**config.mk**
```make
export PLATFORM = sky130hd
export DESIGN_NAME = cscf_top
export DESIGN_NICKNAME = d
export VERILOG_FILES = /design/src/design/cscf_pkg.sv /design/src/design/cscf_top.sv
export SDC_FILE = /design/constraint.sdc
export NUM_CORES = 1
export LEC_CHECK = 0
export BUFFER_PORTS_ARGS = -buffer_cell sky130_fd_sc_hd__buf_4
export CAP_MARGIN = 20
export CORE_MARGIN = 2
export CORE_UTILIZATION = 45
export CTS_BUF_LIST = sky130_fd_sc_hd__clkbuf_8 sky130_fd_sc_hd__clkbuf_16
export DETAILED_ROUTE_END_ITERATION = 10
export PLACE_DENSITY = 0.67
export SYNTH_ARGS = -nofsm -noshare
export SYNTH_HDL_FRONTEND = slang
export SYNTH_SLANG_ARGS = --single-unit
```
**constraint.sdc**
```tcl
create_clock -name REF_CLK_I -period 4 [get_ports REF_CLK_I]
set_input_delay 0.2 -clock REF_CLK_I [delete_from_list [all_inputs] [get_ports REF_CLK_I]]
set_output_delay 0.2 -clock REF_CLK_I [all_outputs]
set_load 0.1 [all_outputs]
```
**src/design/cscf_pkg.sv**
```systemverilog
// constants and types of the charger control block
package cscf_pkg;

  // ****************************************
  // apb register map (byte address is four times index)
  // ****************************************
  localparam int unsigned APB_AW = 8;
  localparam logic [2:0] REG_CTRL0_IDX = 3'h0;
  localparam logic [2:0] REG_CTRL1_IDX = 3'h1;
  localparam logic [2:0] REG_VOLT_IDX = 3'h2;
  localparam logic [2:0] REG_LIVE_IDX = 3'h3;
  localparam logic [2:0] REG_CURR_IDX = 3'h4;
  localparam logic [2:0] REG_SPEC_IDX = 3'h5;
  localparam logic [2:0] REG_SAFE_IDX = 3'h6;

  // ****************************************
  // field positions
  // ****************************************
  localparam int unsigned F_WD_RESTART = 7;   // ctrl0
  localparam int unsigned F_STAT_LO = 4;      // ctrl0 [5:4]
  localparam int unsigned F_FAULT_LO = 0;     // ctrl0 [2:0]
  localparam int unsigned F_ILIM_LO = 6;      // ctrl1 [7:6]
  localparam int unsigned F_TERM_EN = 3;      // ctrl1
  localparam int unsigned F_CHG_DIS = 2;      // ctrl1
  localparam int unsigned F_HIZ_REQ = 1;      // ctrl1
  localparam int unsigned F_BOOST_REQ = 0;    // ctrl1
  localparam int unsigned F_VREG_LO = 2;      // volt [7:2]
  localparam int unsigned F_PIN_ALLOW = 1;    // volt
  localparam int unsigned F_PIN_POL = 0;      // volt
  localparam int unsigned F_CEIL_LO = 4;      // curr [6:4]
  localparam int unsigned F_ICHG_LO = 0;      // curr [2:0]
  localparam int unsigned F_VSP_SEL = 4;      // spec
  localparam int unsigned F_WD_EN = 7;        // safe

  // ****************************************
  // reset values
  // ****************************************
  localparam logic [1:0] ILIM_RST = 2'h0;
  localparam logic TERM_EN_RST = 1'b1;
  localparam logic [5:0] VREG_RST = 6'h00;
  localparam logic [2:0] CEIL_RST = 3'h0;
  localparam logic [2:0] ICHG_RST = 3'h0;
  localparam logic [1:0] ILIM_500MA = 2'h1;   // input limit code in boost

  // ****************************************
  // status and fault codes
  // ****************************************
  localparam logic [1:0] STAT_READY = 2'h0;
  localparam logic [1:0] STAT_CHARGING = 2'h1;
  localparam logic [1:0] STAT_DONE = 2'h2;
  localparam logic [1:0] STAT_FAULT = 2'h3;
  localparam logic [2:0] FLT_NONE = 3'h0;
  localparam logic [2:0] FLT_VBUS_OVP = 3'h1;
  localparam logic [2:0] FLT_UVLO = 3'h3;
  localparam logic [2:0] FLT_BAT_OVP = 3'h4;
  localparam logic [2:0] FLT_TIMER = 3'h6;

  // ****************************************
  // timing
  // ****************************************
  localparam int unsigned CLK_HZ = 20_000_000;     // 50 ns period
  localparam int unsigned TICK_S = 1;              // prescaler tick, s
  localparam int unsigned SAFETY_MIN = 40;         // safety timer, min
  localparam int unsigned WATCHDOG_S = 32;         // host watchdog, s
  localparam int unsigned TICK_CYCLES_DEF = CLK_HZ * TICK_S;
  localparam int unsigned SAFETY_TICKS = SAFETY_MIN * 60 / TICK_S;
  localparam int unsigned WATCHDOG_TICKS = WATCHDOG_S / TICK_S;
  localparam int unsigned PRESC_W = 25;
  localparam int unsigned SAFE_W = 12;
  localparam int unsigned WD_W = 6;

  // ****************************************
  // synchronised input bit positions
  // ****************************************
  localparam int unsigned IN_POR = 0;
  localparam int unsigned IN_UVLO = 1;
  localparam int unsigned IN_VOVP = 2;
  localparam int unsigned IN_BOVP = 3;
  localparam int unsigned IN_SHORT = 4;
  localparam int unsigned IN_RECH = 5;
  localparam int unsigned IN_TERM = 6;
  localparam int unsigned IN_SLEEP = 7;
  localparam int unsigned IN_TJ_OVER = 8;
  localparam int unsigned IN_TJ_COOL = 9;
  localparam int unsigned IN_HS_OC = 10;
  localparam int unsigned IN_CYC = 11;
  localparam int unsigned IN_VSP = 12;
  localparam int unsigned IN_OTG = 13;
  localparam int unsigned NIN = 14;

  typedef enum logic [1:0] {
    MODE_HIZ,
    MODE_CHARGE,
    MODE_BOOST
  } cscf_mode_t;

endpackage

```
**src/design/cscf_top.sv**
```systemverilog
// charger mode, timer and fault logic with apb registers
//
// Overview of operation
// charge start starts safety timer
// safety expiry: disable set, fault 110
// restart by por or disable cleared
// por clears fault; locked until read
// watchdog off at reset, bit enables
// any host write restarts watchdog; writes to unmapped addresses do not
// restart bit restarts watchdog, self-clears
// watchdog expiry restores defaults, recharges
// fast current clamped to ceiling
// 500mA limit in boost, else programmed
// thermal shutdown stops switching, freezes timers
// undervoltage stops charge, fault 011
// input overvoltage stops converter, fault 001
// battery overvoltage stops converter, fault 100
// termination current ends charge if enabled
// recharge level starts new cycle
// boost from request bit or pin
// one of charge, boost, high-impedance
// short current below short threshold
// sleep turns off switch and controller
// peak overcurrent blocks high side
// special voltage lowers frequency, limits current
// timers from prescaled reference clock
//
// The register offsets and the APB slave port are this design's own decisions.
module cscf_top #(
  parameter int unsigned TICK_CYCLES = cscf_pkg::TICK_CYCLES_DEF
) (
  input wire logic REF_CLK_I,
  input wire logic RST_I,
  input wire logic PSEL_I,
  input wire logic PENABLE_I,
  input wire logic PWRITE_I,
  input wire logic [cscf_pkg::APB_AW-1:0] PADDR_I,
  input wire logic [31:0] PWDATA_I,
  output logic [31:0] PRDATA_O,
  output logic PREADY_O,
  output logic PSLVERR_O,
  input wire logic VBUS_POR_I,
  input wire logic VBUS_UVLO_I,
  input wire logic VBUS_OVP_I,
  input wire logic BAT_OVP_I,
  input wire logic BAT_SHORT_I,
  input wire logic BAT_RECHARGE_I,
  input wire logic TERM_CURRENT_I,
  input wire logic SLEEP_I,
  input wire logic TJ_OVER_I,
  input wire logic TJ_COOL_I,
  input wire logic HS_OVERCURRENT_I,
  input wire logic PWM_CYCLE_I,
  input wire logic VSP_REACHED_I,
  input wire logic OTG_PIN_I,
  output logic CHARGE_MODE_O,
  output logic BOOST_MODE_O,
  output logic CHARGE_EN_O,
  output logic CONVERTER_EN_O,
  output logic HS_GATE_EN_O,
  output logic REV_SWITCH_EN_O,
  output logic SHORT_CURRENT_O,
  output logic FREQ_REDUCE_O,
  output logic VSP_SEL_O,
  output logic [1:0] INPUT_LIMIT_O,
  output logic [2:0] CHARGE_CURRENT_O,
  output logic [5:0] VREG_O
);
  import cscf_pkg::*;

  // ****************************************
  // state
  // ****************************************
  typedef struct packed {
    logic [NIN-1:0] s1;
    logic [NIN-1:0] s2;
    logic por_d;
    logic cyc_d;
    logic [31:0] prdata;
    logic wd_restart;
    logic [1:0] ilim;
    logic term_en;
    logic chg_dis;
    logic hiz_req;
    logic boost_req;
    logic [5:0] vreg;
    logic pin_allow;
    logic pin_pol;
    logic [2:0] ceil;
    logic [2:0] ichg;
    logic vsp_sel;
    logic wd_en;
    logic [2:0] fault;
    logic lock;
    logic [1:0] stat;
    cscf_mode_t mode;
    logic charging;
    logic done;
    logic tshut;
    logic hs_block;
    logic [PRESC_W-1:0] presc;
    logic [SAFE_W-1:0] safe_cnt;
    logic [WD_W-1:0] wd_cnt;
  } cscf_state_t;

  cscf_state_t s_reg;
  cscf_state_t s_next;

  logic [NIN-1:0] in_vec;
  logic [2:0] idx;
  logic addr_ok;
  logic setup;
  logic wr_evt;
  logic rd0_evt;
  logic por_evt;
  logic tick;
  logic boost_on;
  logic uvlo;
  logic vovp;
  logic bovp;
  logic sleep;
  logic charge_ok;
  logic chg_now;
  logic chg_begin;
  logic safe_exp;
  logic wd_exp;
  logic [2:0] new_code;
  logic [2:0] wr_ichg;
  logic [31:0] rd_word;

  // comparator and pin levels, synchronised below
  assign in_vec = {OTG_PIN_I, VSP_REACHED_I, PWM_CYCLE_I, HS_OVERCURRENT_I,
                   TJ_COOL_I, TJ_OVER_I, SLEEP_I, TERM_CURRENT_I,
                   BAT_RECHARGE_I, BAT_SHORT_I, BAT_OVP_I, VBUS_OVP_I,
                   VBUS_UVLO_I, VBUS_POR_I};

  // ****************************************
  // apb: zero wait states, error when unmapped
  // ****************************************
  assign idx = PADDR_I[4:2];
  assign addr_ok = (PADDR_I[APB_AW-1:5] == '0) && (PADDR_I[1:0] == 2'b00)
                   && (idx <= REG_SAFE_IDX);
  assign PREADY_O = PSEL_I & PENABLE_I;
  assign PSLVERR_O = PSEL_I & PENABLE_I & ~addr_ok;
  assign PRDATA_O = s_reg.prdata;

  // ****************************************
  // next state
  // ****************************************
  always_comb begin
    s_next = s_reg;
    setup = PSEL_I & ~PENABLE_I;
    wr_evt = PSEL_I & PENABLE_I & PWRITE_I & addr_ok;
    rd0_evt = PSEL_I & PENABLE_I & ~PWRITE_I & addr_ok
              & (idx == REG_CTRL0_IDX);
    tick = 1'b0;
    safe_exp = 1'b0;
    wd_exp = 1'b0;
    new_code = FLT_NONE;
    wr_ichg = '0;
    rd_word = '0;

    // two-flop synchronisers; logic reads stage two
    s_next.s1 = in_vec;
    s_next.s2 = s_reg.s1;
    s_next.por_d = s_reg.s2[IN_POR];
    s_next.cyc_d = s_reg.s2[IN_CYC];

    por_evt = s_reg.s2[IN_POR] & ~s_reg.por_d;
    uvlo = s_reg.s2[IN_UVLO];
    vovp = s_reg.s2[IN_VOVP];
    bovp = s_reg.s2[IN_BOVP];
    sleep = s_reg.s2[IN_SLEEP];

    // thermal latch, released at the cool level
    if (s_reg.s2[IN_TJ_OVER]) begin
      s_next.tshut = 1'b1;
    end else if (s_reg.s2[IN_TJ_COOL]) begin
      s_next.tshut = 1'b0;
    end

    // tick prescaler; frozen when hot so timers hold
    if (!s_reg.tshut) begin
      if (s_reg.presc == PRESC_W'(TICK_CYCLES - 1)) begin
        s_next.presc = '0;
        tick = 1'b1;
      end else begin
        s_next.presc = s_reg.presc + PRESC_W'(1);
      end
    end

    // boost from request bit or qualified pin
    boost_on = s_reg.boost_req
               | (s_reg.pin_allow & (s_reg.s2[IN_OTG] == s_reg.pin_pol));

    // single operating mode; high-impedance otherwise
    if (boost_on && !s_reg.tshut) begin
      s_next.mode = MODE_BOOST;
    end else if (!s_reg.hiz_req && !sleep) begin
      s_next.mode = MODE_CHARGE;
    end else begin
      s_next.mode = MODE_HIZ;
    end

    // charge only with no protection active
    charge_ok = ~s_reg.chg_dis & ~uvlo & ~vovp & ~bovp & ~sleep
                & ~s_reg.tshut;
    chg_now = (s_reg.mode == MODE_CHARGE) & charge_ok & ~s_reg.done;
    s_next.charging = chg_now;
    chg_begin = chg_now & ~s_reg.charging;

    // termination and recharge
    if (s_reg.charging && s_reg.term_en && s_reg.s2[IN_TERM]) begin
      s_next.done = 1'b1;
    end else if (s_reg.done && s_reg.s2[IN_RECH]) begin
      s_next.done = 1'b0;
    end

    // peak current blocks high side to a clean cycle
    if (s_reg.s2[IN_HS_OC]) begin
      s_next.hs_block = 1'b1;
    end else if (s_reg.s2[IN_CYC] && !s_reg.cyc_d) begin
      s_next.hs_block = 1'b0;
    end

    // host writes; hardware events below win
    s_next.wd_restart = 1'b0;
    if (wr_evt) begin
      case (idx)
        REG_CTRL0_IDX: begin
          s_next.wd_restart = PWDATA_I[F_WD_RESTART];
        end
        REG_CTRL1_IDX: begin
          s_next.ilim = PWDATA_I[F_ILIM_LO +: 2];
          s_next.term_en = PWDATA_I[F_TERM_EN];
          s_next.chg_dis = PWDATA_I[F_CHG_DIS];
          s_next.hiz_req = PWDATA_I[F_HIZ_REQ];
          s_next.boost_req = PWDATA_I[F_BOOST_REQ];
        end
        REG_VOLT_IDX: begin
          s_next.vreg = PWDATA_I[F_VREG_LO +: 6];
          s_next.pin_allow = PWDATA_I[F_PIN_ALLOW];
          s_next.pin_pol = PWDATA_I[F_PIN_POL];
        end
        REG_CURR_IDX: begin
          // clamp to the ceiling in the same word
          wr_ichg = PWDATA_I[F_ICHG_LO +: 3];
          s_next.ceil = PWDATA_I[F_CEIL_LO +: 3];
          if (wr_ichg > PWDATA_I[F_CEIL_LO +: 3]) begin
            s_next.ichg = PWDATA_I[F_CEIL_LO +: 3];
          end else begin
            s_next.ichg = wr_ichg;
          end
        end
        REG_SPEC_IDX: begin
          s_next.vsp_sel = PWDATA_I[F_VSP_SEL];
        end
        REG_SAFE_IDX: begin
          s_next.wd_en = PWDATA_I[F_WD_EN];
        end
        default: begin
        end
      endcase
    end

    // a boost fault drops the request, back to charge
    if (s_reg.mode == MODE_BOOST && (vovp || bovp)) begin
      s_next.boost_req = 1'b0;
    end

    // watchdog: cleared by any mapped write or restart bit
    if (!s_reg.wd_en || wr_evt || s_reg.wd_restart) begin
      s_next.wd_cnt = '0;
    end else if (tick) begin
      if (s_reg.wd_cnt == WD_W'(WATCHDOG_TICKS - 1)) begin
        wd_exp = 1'b1;
        s_next.wd_cnt = '0;
      end else begin
        s_next.wd_cnt = s_reg.wd_cnt + WD_W'(1);
      end
    end

    // watchdog expiry restores defaults, resumes charge
    if (wd_exp) begin
      s_next.ilim = ILIM_RST;
      s_next.term_en = TERM_EN_RST;
      s_next.chg_dis = 1'b0;
      s_next.vreg = VREG_RST;
      s_next.ichg = ICHG_RST;
      s_next.vsp_sel = 1'b0;
      s_next.done = 1'b0;
    end

    // safety timer restarts at charge start or expiry
    if (por_evt || chg_begin || wd_exp) begin
      s_next.safe_cnt = '0;
    end else if (s_reg.charging && tick) begin
      if (s_reg.safe_cnt == SAFE_W'(SAFETY_TICKS - 1)) begin
        safe_exp = 1'b1;
        s_next.safe_cnt = '0;
      end else begin
        s_next.safe_cnt = s_reg.safe_cnt + SAFE_W'(1);
      end
    end

    // expiry disables charge; wins over a host clear
    if (safe_exp) begin
      s_next.chg_dis = 1'b1;
    end
    // a power-on rising edge also re-enables charge
    if (por_evt) begin
      s_next.chg_dis = 1'b0;
    end

    // fault code, highest priority first
    if (safe_exp) begin
      new_code = FLT_TIMER;
    end else if (bovp) begin
      new_code = FLT_BAT_OVP;
    end else if (vovp) begin
      new_code = FLT_VBUS_OVP;
    end else if (uvlo && s_reg.mode == MODE_CHARGE) begin
      new_code = FLT_UVLO;
    end

    // fault field holds until the host reads the status word
    if (rd0_evt) begin
      s_next.lock = 1'b0;
    end
    if (por_evt) begin
      s_next.fault = FLT_NONE;
      s_next.lock = 1'b0;
    end else if (new_code != FLT_NONE && !s_reg.lock) begin
      s_next.fault = new_code;
      s_next.lock = 1'b1;
    end else if (!s_reg.lock && s_reg.fault != FLT_TIMER
                 && new_code == FLT_NONE) begin
      s_next.fault = FLT_NONE;
    end

    // state code
    if (uvlo || vovp || bovp) begin
      s_next.stat = STAT_FAULT;
    end else if (s_reg.charging) begin
      s_next.stat = STAT_CHARGING;
    end else if (s_reg.done) begin
      s_next.stat = STAT_DONE;
    end else begin
      s_next.stat = STAT_READY;
    end

    // read word, captured in the setup cycle
    case (idx)
      REG_CTRL0_IDX: begin
        rd_word[F_STAT_LO +: 2] = s_reg.stat;
        rd_word[F_FAULT_LO +: 3] = s_reg.fault;
      end
      REG_CTRL1_IDX: begin
        rd_word[F_ILIM_LO +: 2] = s_reg.ilim;
        rd_word[F_TERM_EN] = s_reg.term_en;
        rd_word[F_CHG_DIS] = s_reg.chg_dis;
        rd_word[F_HIZ_REQ] = s_reg.hiz_req;
        rd_word[F_BOOST_REQ] = s_reg.boost_req;
      end
      REG_VOLT_IDX: begin
        rd_word[F_VREG_LO +: 6] = s_reg.vreg;
        rd_word[F_PIN_ALLOW] = s_reg.pin_allow;
        rd_word[F_PIN_POL] = s_reg.pin_pol;
      end
      REG_LIVE_IDX: begin
        rd_word[7:0] = {s_reg.tshut, sleep, bovp, vovp, uvlo,
                        s_reg.s2[IN_SHORT], s_reg.hs_block, s_reg.done};
      end
      REG_CURR_IDX: begin
        rd_word[F_CEIL_LO +: 3] = s_reg.ceil;
        rd_word[F_ICHG_LO +: 3] = s_reg.ichg;
      end
      REG_SPEC_IDX: begin
        rd_word[F_VSP_SEL] = s_reg.vsp_sel;
      end
      REG_SAFE_IDX: begin
        rd_word[F_WD_EN] = s_reg.wd_en;
      end
      default: begin
      end
    endcase
    if (setup) begin
      s_next.prdata = addr_ok ? rd_word : 32'h0000_0000;
    end
  end

  // ****************************************
  // state register
  // ****************************************
  always_ff @(posedge REF_CLK_I or posedge RST_I) begin
    if (RST_I) begin
      s_reg <= '0;
      s_reg.term_en <= TERM_EN_RST;
      s_reg.ilim <= ILIM_RST;
      s_reg.vreg <= VREG_RST;
      s_reg.ceil <= CEIL_RST;
      s_reg.ichg <= ICHG_RST;
      s_reg.wd_en <= 1'b0;
      s_reg.mode <= MODE_HIZ;
    end else begin
      s_reg <= s_next;
    end
  end

  // ****************************************
  // outputs to the power stage
  // ****************************************
  // converter idle in high-impedance, in sleep while charging, and when hot
  assign CHARGE_MODE_O = (s_reg.mode == MODE_CHARGE);
  assign BOOST_MODE_O = (s_reg.mode == MODE_BOOST);
  assign CHARGE_EN_O = s_reg.charging;
  assign CONVERTER_EN_O = (s_reg.charging | BOOST_MODE_O) & ~s_reg.tshut
                          & ~(s_reg.charging & sleep);
  assign HS_GATE_EN_O = CONVERTER_EN_O & ~s_reg.hs_block;
  assign REV_SWITCH_EN_O = ~sleep & (s_reg.mode != MODE_HIZ);
  assign SHORT_CURRENT_O = s_reg.charging & s_reg.s2[IN_SHORT];
  assign FREQ_REDUCE_O = s_reg.charging & s_reg.s2[IN_VSP];
  assign VSP_SEL_O = s_reg.vsp_sel;
  assign INPUT_LIMIT_O = BOOST_MODE_O ? ILIM_500MA : s_reg.ilim;
  // fast step held while input sits at special voltage
  assign CHARGE_CURRENT_O = s_reg.s2[IN_VSP] ? 3'h0 : s_reg.ichg;
  assign VREG_O = s_reg.vreg;

endmodule

```
==> flow_summary.json, run 1 <==
{
  "yosys.area.top_type": "dfrtp_1",
  "syn_avg_cell_area_sq_um": 10.3,
  "ys_types": 62,
  "viasPerCell": 5.20,
  "tritoncts": "yes",
  "yosysMostFrequentCell": "dfrtp_1",
  "htreeDepth": 4,
  "hp-class": "in -> reg",
  "power-per-cell-area_nw_per_um2": 469,
  "drv_cap": 0,
  "io-pin-count": 113,
  "drive_gt1_share_pct": 20.2,
  "first_global_vias": 4021,
  "cts.sinks": 116,
  "post-route-drc-count": 0,
  "fmax_mhz": 369,
  "place_ws_ns": 1.29,
  "start_util_pct": 45.8,
  "insertedDiodeCount": 0,
  "synth_cells": 556,
  "setup_viol": 0,
  "die_h_um": 117,
  "fillers": 1077,
  "async_reset_ff_share_pct": 100,
  "slowest_stage": "and2_1",
  "path_cells": "and4b_1 -> and3_1 -> and3_1 -> and2_1 -> nor2_1 -> o21a_1",
  "crit_path_frequent_cell": "and3_1",
  "ys_seq_area_share_pct": 50.5,
  "cp.required_ns": 4.31,
  "clockBufferDepth": 2,
  "cpLargestDelayFamily": "simple AND/OR/NAND/NOR gates",
  "drtIter0Drc": 327,
  "dp.cells": 760,
  "setup_slack_ns": 1.29,
  "port_buffers": 64,
  "drt-pass1-iter-count": 4,
  "cpPeakStageDelay_ns": 0.59,
  "irDropWorstVdd_v": 0.000455,
  "cts_root_buf": "clkbuf_16",
  "fin_nets": 687,
  "period_minus_slack_ns": 2.71,
  "period_share_pct": 67.7,
  "slew_violations": 0,
  "netlist_top_cells_count": "115 x dfrtp_1, 63 x nor2_1, 39 x buf_4",
  "leakagePower_nw": 3.27,
  "grt_usage_pct": 19.2,
  "worst_pin_slew_ns": 0.793,
  "synth-seq-cells": 116,
  "clk_pin_slew_ns": 0.06,
  "wl_per_cell_um": 15.1,
  "grt_max_degree": 69,
  "wl_um": 12200,
  "worstSetupPathType": "reg -> reg",
  "syn-cell-area_sq_um": 5750,
  "largest_reg_flops": 83,
  "fp.dieW_um": 117,
  "relSlewSlack_pct": 47.2,
  "tns_ns": 0,
  "synth_top_area_share_pct": 50.0,
  "num_rows": 41,
  "gp_congestion": 0.862,
  "yosys_most_used_dff": "dfrtp_1",
  "path_buf_inv": 0,
  "grt_setup_unrepaired": "no",
  "synth_warnings": 0,
  "die-area_sq_um": 13700,
  "skew_ns": 0.00649,
  "layoutNonFillerInstCount": 807,
  "grt_antenna_before_repair": 0,
  "synth_area_leaders": "dfrtp_1 50%, buf_4 5.1%, nor2_1 4.1%",
  "route.antenna.remaining_nets": 0,
  "cts_resized": 0,
  "synth-edff-count": 0,
  "vias": 4193,
  "clk_latency_ns": 0.41,
  "grt_overflow": 0,
  "hpwl_um": 8590,
  "hold_violations": 0,
  "cts_buffers": 17,
  "worstSetupEndpointType": "flop",
  "status": "complete, no violations",
  "grt_pass1_wl_um": 20100,
  "core_area_sq_um": 12600,
  "arrival_ns": 3.01,
  "worst_setup_path_start_kind": "flop",
  "path_max_fanout": 15,
  "synthToLayoutAreaGrowth_pct": 21.1
}
==> logic make-up after synthesis <==
group           count (synthesis)  share of synthesized area, %
buf+inv                        71                          7.61
flops                         116                          50.5
mux                            32                          6.00
fa+ha+maj                       6                          1.31
xor+xnor                       27                          4.11
other cells                     1                        0.0652
simple gates                  213                          20.3
compound gates                 90                          10.1
==> worst paths after layout <==
check | startpoint | end | slack [ns] | cells after the start
hold / removal | PWDATA_I[0] | s_reg[63] | 0.03 | 2
min in group asynchronous | RST_I | s_reg[121] | 0.49 | 3
hold reg to reg | s_next[117] | s_reg[117] | 0.35 | 0
max in group asynchronous | RST_I | s_reg[74] | 2.61 | 4
setup / recovery | s_reg[44] | s_reg[73] | 1.29 | 6
setup reg to reg | s_reg[44] | s_reg[73] | 1.29 | 6
==> area by class of cell <==
type,count,area (sq um),area share [%]
sequential,116,2900,41.7
multi-input combinational,392,2500,35.8
clock buffer,17,425,6.11
timing repair buffer,82,653,9.38
inverter,13,51.3,0.736
tap,172,215,3.09
clock inverter,15,220,3.16
==> per-stage QoR <==
stage | hold WS [ns] | instance area (sq um) | power, mW | util (%)
6_report | 0.0312 | 6970 | 3.26 | 55.4
5_1_grt | 0.0230 | 6970 | 3.39 | 55.4
4_1_cts | 0.0165 | 6970 | 3.29 | 55.4
3_5_place_dp | 0.310 | 6170 | 1.62 | 49.1
3_3_place_gp | 0.310 | 6170 | 1.61 | 49.1
2_1_floorplan | 0.231 | 5840 | 1.56 | -
==> layer usage <==
| metal | routed length, um | share of wire [%] | global-route usage, % |
|---|---|---|---|
| met5 | 0 | 0 | 0 |
| met4 | 174 | 1.4 | 9.10 |
| met3 | 658 | 5.4 | 4.58 |
| met2 | 5740 | 47 | 28.7 |
| met1 | 5610 | 46 | 26.7 |
==> cells in the final DEF (no fill, tap or decap), types with 19 or more instances in the layout <==
| cell | count |
|---|---|
| nand2_1 | 36 |
| a21oi_1 | 19 |
| buf_4 | 67 |
| o21ai_0 | 31 |
| nand3_1 | 20 |
| dfrtp_1 | 115 |
| conb_1 | 24 |
| mux2i_1 | 21 |
| nor2_1 | 63 |
| and3_1 | 23 |
==> power breakdown <==
| part | switching [mW] | leakage (nW) | total [mW] | internal (mW) |
|---|---|---|---|---|
| clock | 0.590 | 0.313 | 1.65 | 1.06 |
| combinational | 0.234 | 1.44 | 0.331 | 0.0970 |
| sequential | 0.0493 | 1.51 | 1.28 | 1.23 |
| total | 0.873 | 3.27 | 3.26 | 2.39 |
==> timing repair <==
item / in CTS / in global routing
hold buffers: 15 / 0
hold endpoints to repair: 80 / 0
buffers inserted: 0 / 0
No activity file was read; power rests on OpenSTA's default activity.
==> run 2: changes to the inputs <==
Settings changed: ABC_AREA from default to 1.
Clock period 4 ns to 2.7 ns, I/O delays scaled along.
==> flow_summary.json, run 2 <==
{
  "period_minus_slack_ns": 2.08,
  "place_area_sq_um": 6420,
  "drtIter0Drc": 432,
  "holdBufCountCts": 19,
  "start_util_pct": 46.4,
  "synth-seq-cells": 116,
  "async_reset_ff_share_pct": 100,
  "cp.required_ns": 3.00,
  "drive_gt1_share_pct": 16.4,
  "syn-cell-area_sq_um": 5900,
  "die_h_um": 118,
  "viasPerCell": 5.18,
  "wl_um": 13700,
  "fin_area_sq_um": 7240,
  "skew_ns": 0.00961,
  "worst_pin_slew_ns": 0.729,
  "worstSetupEndpointType": "flop",
  "gp_congestion": 0.954,
  "hold_violations": 0,
  "reg2regPathDepth": 10,
  "hp-class": "in -> reg",
  "netlist_top_cells_count": "115 x dfrtp_1, 111 x inv_1, 108 x nand2_1",
  "post-route-drc-count": 0,
  "synth_cells": 699,
  "worstSetupPathType": "reg -> reg",
  "ys_types": 48,
  "status": "complete, no violations",
  "tritoncts": "yes",
  "grt_pass1_wl_um": 22700,
  "final_util_pct": 56.9,
  "fillers": 1185,
  "grt_antenna_before_repair": 0,
  "yosysMostFrequentCell": "dfrtp_1",
  "yosys_most_used_dff": "dfrtp_1",
  "fp.dieW_um": 118,
  "htreeDepth": 4,
  "tns_ns": 0,
  "worst_setup_path_start_kind": "flop",
  "synth_warnings": 0,
  "grt_max_degree": 95,
  "synth-edff-count": 0,
  "wl_per_cell_um": 14.2,
  "hold_depth": 3,
  "irDropWorstVdd_v": 0.000427,
  "leakagePower_nw": 3.54,
  "period_share_pct": 77.0,
  "drv_cap": 0,
  "layout_common_cells": "115 x dfrtp_1, 112 x inv_1, 108 x nand2_1",
  "cts_buffers": 17,
  "postCtsSetupRepairBufs": 0,
  "insertedDiodeCount": 0,
  "synthToLayoutAreaGrowth_pct": 22.7,
  "cts.sinks": 116,
  "hpwl_um": 9920,
  "first_global_vias": 4691,
  "dp.cells": 915,
  "core_area_sq_um": 12700,
  "clk_latency_ns": 0.42,
  "route.antenna.remaining_nets": 0,
  "ys_seq_area_share_pct": 49.2,
  "drt-pass1-iter-count": 7,
  "port_buffers": 64,
  "path_max_fanout": 6,
  "cts_root_buf": "clkbuf_16",
  "arrival_ns": 2.38,
  "die-area_sq_um": 14000,
  "synth_area_leaders": "dfrtp_1 49%, inv_1 7.1%, nand2_1 6.9%",
  "grt_overflow": 0,
  "fmax_mhz": 481,
  "hold_slack_ns": 0.0305,
  "clockBufferDepth": 2,
  "power-per-cell-area_nw_per_um2": 668,
  "slew_violations": 0,
  "cts_resized": 0,
  "layoutNonFillerInstCount": 966,
  "setup_viol": 0,
  "fin_nets": 846,
  "vias": 5007,
  "final_common_cell": "dfrtp_1",
  "grt_setup_unrepaired": "no",
  "grt_usage_pct": 20.5,
  "syn_avg_cell_area_sq_um": 8.44,
  "largest_reg_flops": 83,
  "synth_top_area_share_pct": 48.8,
  "num_rows": 41,
  "clk_pin_slew_ns": 0.06,
  "yosys.area.top_type": "dfrtp_1",
  "io-pin-count": 113,
  "relSlewSlack_pct": 51.0
}
==> run 2: path summary, 6_finish.rpt <==
| check | end | slack, ns | startpoint |
|---|---|---|---|
| setup / recovery | s_reg[13] | 0.62 | s_reg[0] |
| hold / removal | s_reg[71] | 0.03 | PWDATA_I[0] |
| setup reg to reg | s_reg[13] | 0.62 | s_reg[0] |
| hold reg to reg | s_reg[116] | 0.35 | s_next[116] |
| max in group asynchronous | s_reg[74] | 1.55 | RST_I |
| min in group asynchronous | s_next[120] | 0.31 | RST_I |
==> run 2: layout make-up <==
class | count | area, sq um | share of cell area (%)
clock buffer | 18 | 439 | 6.07
clock inverter | 14 | 188 | 2.59
sequential | 116 | 2900 | 40.1
multi-input combinational | 446 | 2350 | 32.5
timing repair buffer | 86 | 706 | 9.75
inverter | 114 | 434 | 6.00
tap | 172 | 215 | 2.97
==> run 2: where the power goes <==
part / total, mW / leakage [nW] / switching (mW) / internal [mW]
Sequential: 1.90 / 1.47 / 0.0734 / 1.83
Combinational: 0.574 / 1.76 / 0.419 / 0.155
Clock: 2.36 / 0.308 / 0.798 / 1.56
Total: 4.83 / 3.54 / 1.29 / 3.54
==> run 2: critical path, cell delays in order (launching register included) <==
cell     delay [ns]
dfrtp_1        0.39
ha_1           0.18
nand3_1        0.17
nor3_1         0.34
nand3_4        0.15
nor2_8         0.15
nor2_8         0.07
o21ai_2        0.09
nand2_1        0.17
inv_1          0.19
nor3b_2        0.07
==> run 2: kinds of logic after synthesis <==
family          count (synthesis)  synth area share, %
flops                         116                 49.2
mux                             1                0.170
compound gates                116                 11.4
xor+xnor                       14                 2.08
other cells                     1               0.0636
simple gates                  285                 22.9
buf+inv                       160                 12.8
fa+ha+maj                       6                 1.27
==> run 2: layer usage <==
| metal | GRT usage [%] | share of wire, % |
|---|---|---|
| met5 | 0 | 0 |
| met4 | 7.29 | 1.5 |
| met3 | 5.65 | 7.0 |
| met2 | 31.7 | 47 |
| met1 | 27.6 | 44 |
==> run 2: stage by stage <==
stage                     power [mW]  worst slack [ns]
after detailed placement        2.48             0.635
after CTS                       4.87             0.619
after floorplan                 2.37           0.00994
final                           4.83             0.620
after global routing            5.02             0.422
after global placement          2.46             0.694
==> run 3: changes to the inputs <==
Settings changed: PLACE_DENSITY 0.67 to 0.7.
Clock period 2.7 ns to 1.8 ns, I/O delays scaled along.
==> flow_summary.json, run 3 (synthesis results as in run 2) <==
{
  "hp-class": "in -> reg",
  "pwr-share-comb_pct": 14.2,
  "cts_root_buf": "clkbuf_16",
  "io-pin-count": 113,
  "largest_reg_flops": 83,
  "fp.dieW_um": 118,
  "violations": "setup timing",
  "wl_per_cell_um": 15.3,
  "final_common_cell": "buf_4",
  "drtIter0Drc": 358,
  "setup_slack_ns": -0.0623,
  "wl_um": 16000,
  "port_buffers": 64,
  "clockBufferDepth": 2,
  "drv_cap": 0,
  "post-route-drc-count": 0,
  "cp.required_ns": 2.08,
  "grt_setup_unrepaired": "yes",
  "tritoncts": "yes",
  "pwr-share-seq_pct": 37.9,
  "synthToLayoutAreaGrowth_pct": 39.6,
  "grt_overflow": 0,
  "switchingPower_mw": 2.06,
  "drt-pass1-iter-count": 5,
  "core_area_sq_um": 12700,
  "drive_gt1_share_pct": 31.8,
  "relSlewSlack_pct": 58.5,
  "clkPwrFrac_pct": 47.9,
  "layoutNonFillerInstCount": 1045,
  "grt_usage_pct": 22.1,
  "path_cells": "ha_2 -> nand2_2 -> nor2_2 -> nand2_2 -> nor2_4 -> nand3_4 -> nor2_8 -> clkinvlp_4 -> buf_4 -> o21ai_0 -> a21oi_1",
  "setup_viol": 19,
  "netSwitchingFraction_pct": 27.5,
  "route.antenna.remaining_nets": 0,
  "grt_antenna_before_repair": 0,
  "worstSetupEndpointType": "flop",
  "cpPeakStageDelay_ns": 0.36,
  "start_util_pct": 46.4,
  "vias": 5386,
  "first_global_vias": 5296,
  "final_util_pct": 64.7,
  "period_share_pct": 103,
  "clk_latency_ns": 0.42,
  "insertedDiodeCount": 0,
  "die_h_um": 118,
  "intPower_mw": 5.45,
  "clk_pin_slew_ns": 0.06,
  "arrival_ns": 2.14,
  "skew_ns": 0.0110,
  "hold_violations": 0,
  "slowest_stage": "dfrtp_1",
  "htreeDepth": 4,
  "layout_common_cells": "133 x buf_4, 112 x dfrtp_1, 104 x inv_1",
  "viasPerCell": 5.15,
  "fin_nets": 925,
  "worst_pin_slew_ns": 0.622,
  "gp_congestion": 0.912,
  "crit_path_frequent_cell": "nand2_2",
  "grt_max_degree": 117,
  "period_minus_slack_ns": 1.86,
  "num_rows": 41,
  "worstSetupPathType": "reg -> reg",
  "grt_pass1_wl_um": 24900,
  "hpwl_um": 10600,
  "die-area_sq_um": 14000,
  "status": "complete, but fails checks",
  "worst_setup_path_start_kind": "flop",
  "cts_buffers": 17,
  "dp.cells": 972,
  "path_max_fanout": 6,
  "power-per-cell-area_nw_per_um2": 912,
  "fmax_mhz": 537,
  "cts.sinks": 116,
  "slew_violations": 0,
  "irDropWorstVdd_v": 0.000725,
  "leakagePower_nw": 3.98
}
run 3: changes by cell type in the layout (fill, tap and decap cells not counted), sizes merged:
cell         delta
clkinv          -1
nand2           +1
dlygate4sd3     +3
clkinvlp        +3
buf            +75
inv             -2
run 3: power groups by stage:
stage                     clock network (mW)  registers, mW  logic (mW)
after global routing                    3.76           2.86        1.14
after global placement                     0           2.87       0.885
after CTS                               3.63           2.84       0.974
after floorplan                            0           2.86       0.697
final                                   3.60           2.85        1.06
after detailed placement                   0           2.88       0.912
run 3: repair_timing:
item                       in CTS  in global routing
hold endpoints to repair      140                  0
setup buffers                   7                 13
resized for setup              23                 75
hold buffers                   22                  0
gates cloned                    0                  1
setup endpoints to repair      33                 43
pin swaps                       7                 16
run 3: worst paths after layout:
kind,start,end,slack (ns),depth (start not counted)
hold reg to reg,s_next[124],s_reg[124],0.35,0
min in group asynchronous,RST_I,s_reg[34],0.39,4
setup reg to reg,s_reg[18],VREG_O[5],-0.06,11
setup / recovery,s_reg[18],VREG_O[5],-0.06,11
max in group asynchronous,RST_I,s_reg[21],0.87,4
hold / removal,PWDATA_I[2],s_reg[73],0.01,3
run 3: worst max-delay path: cells and delay by family, from the launching register on:
kind | cells | cell delay (ns)
AND/OR/NAND/NOR | 6 | 0.65
flip-flops | 1 | 0.36
buffers and inverters | 2 | 0.41
adder cells (fa/ha/maj) | 1 | 0.20
AO/OA/AOI/OAI | 2 | 0.13
run 3: final cells by class:
cell class / instances / area (sq um)
fillers: 1005 / 4490
flip-flops and latches: 116 / 2910
multi-input cells: 447 / 2700
repair buffers: 164 / 1330
inverters: 114 / 447
clock buffers: 18 / 439
well taps: 172 / 215
clock inverters: 14 / 200
run 3: per-layer routing:
layer	vias up	routed length, um	global-route usage, %
met3	33	1040	5.16
met4	0	339	8.33
met5	-	0	0
met1	2584	6770	29.4
li1	2535	-	-
met2	234	7830	35.4
run 3: metrics by stage:
stage	cell area, sq um	setup slack [ns]	power, mW	TNS (ns)	hold slack [ns]
after detailed placement	6880	-0.159	3.79	-1.96	0.200
after floorplan	6050	-0.346	3.56	-0.525	0.121
final	8230	-0.0623	7.51	-0.603	0.0149
after CTS	7850	-0.0509	7.44	-0.408	0.00654
after global placement	6880	-0.0749	3.76	-0.711	0.199
after global routing	8230	-0.185	7.77	-4.03	0.0208
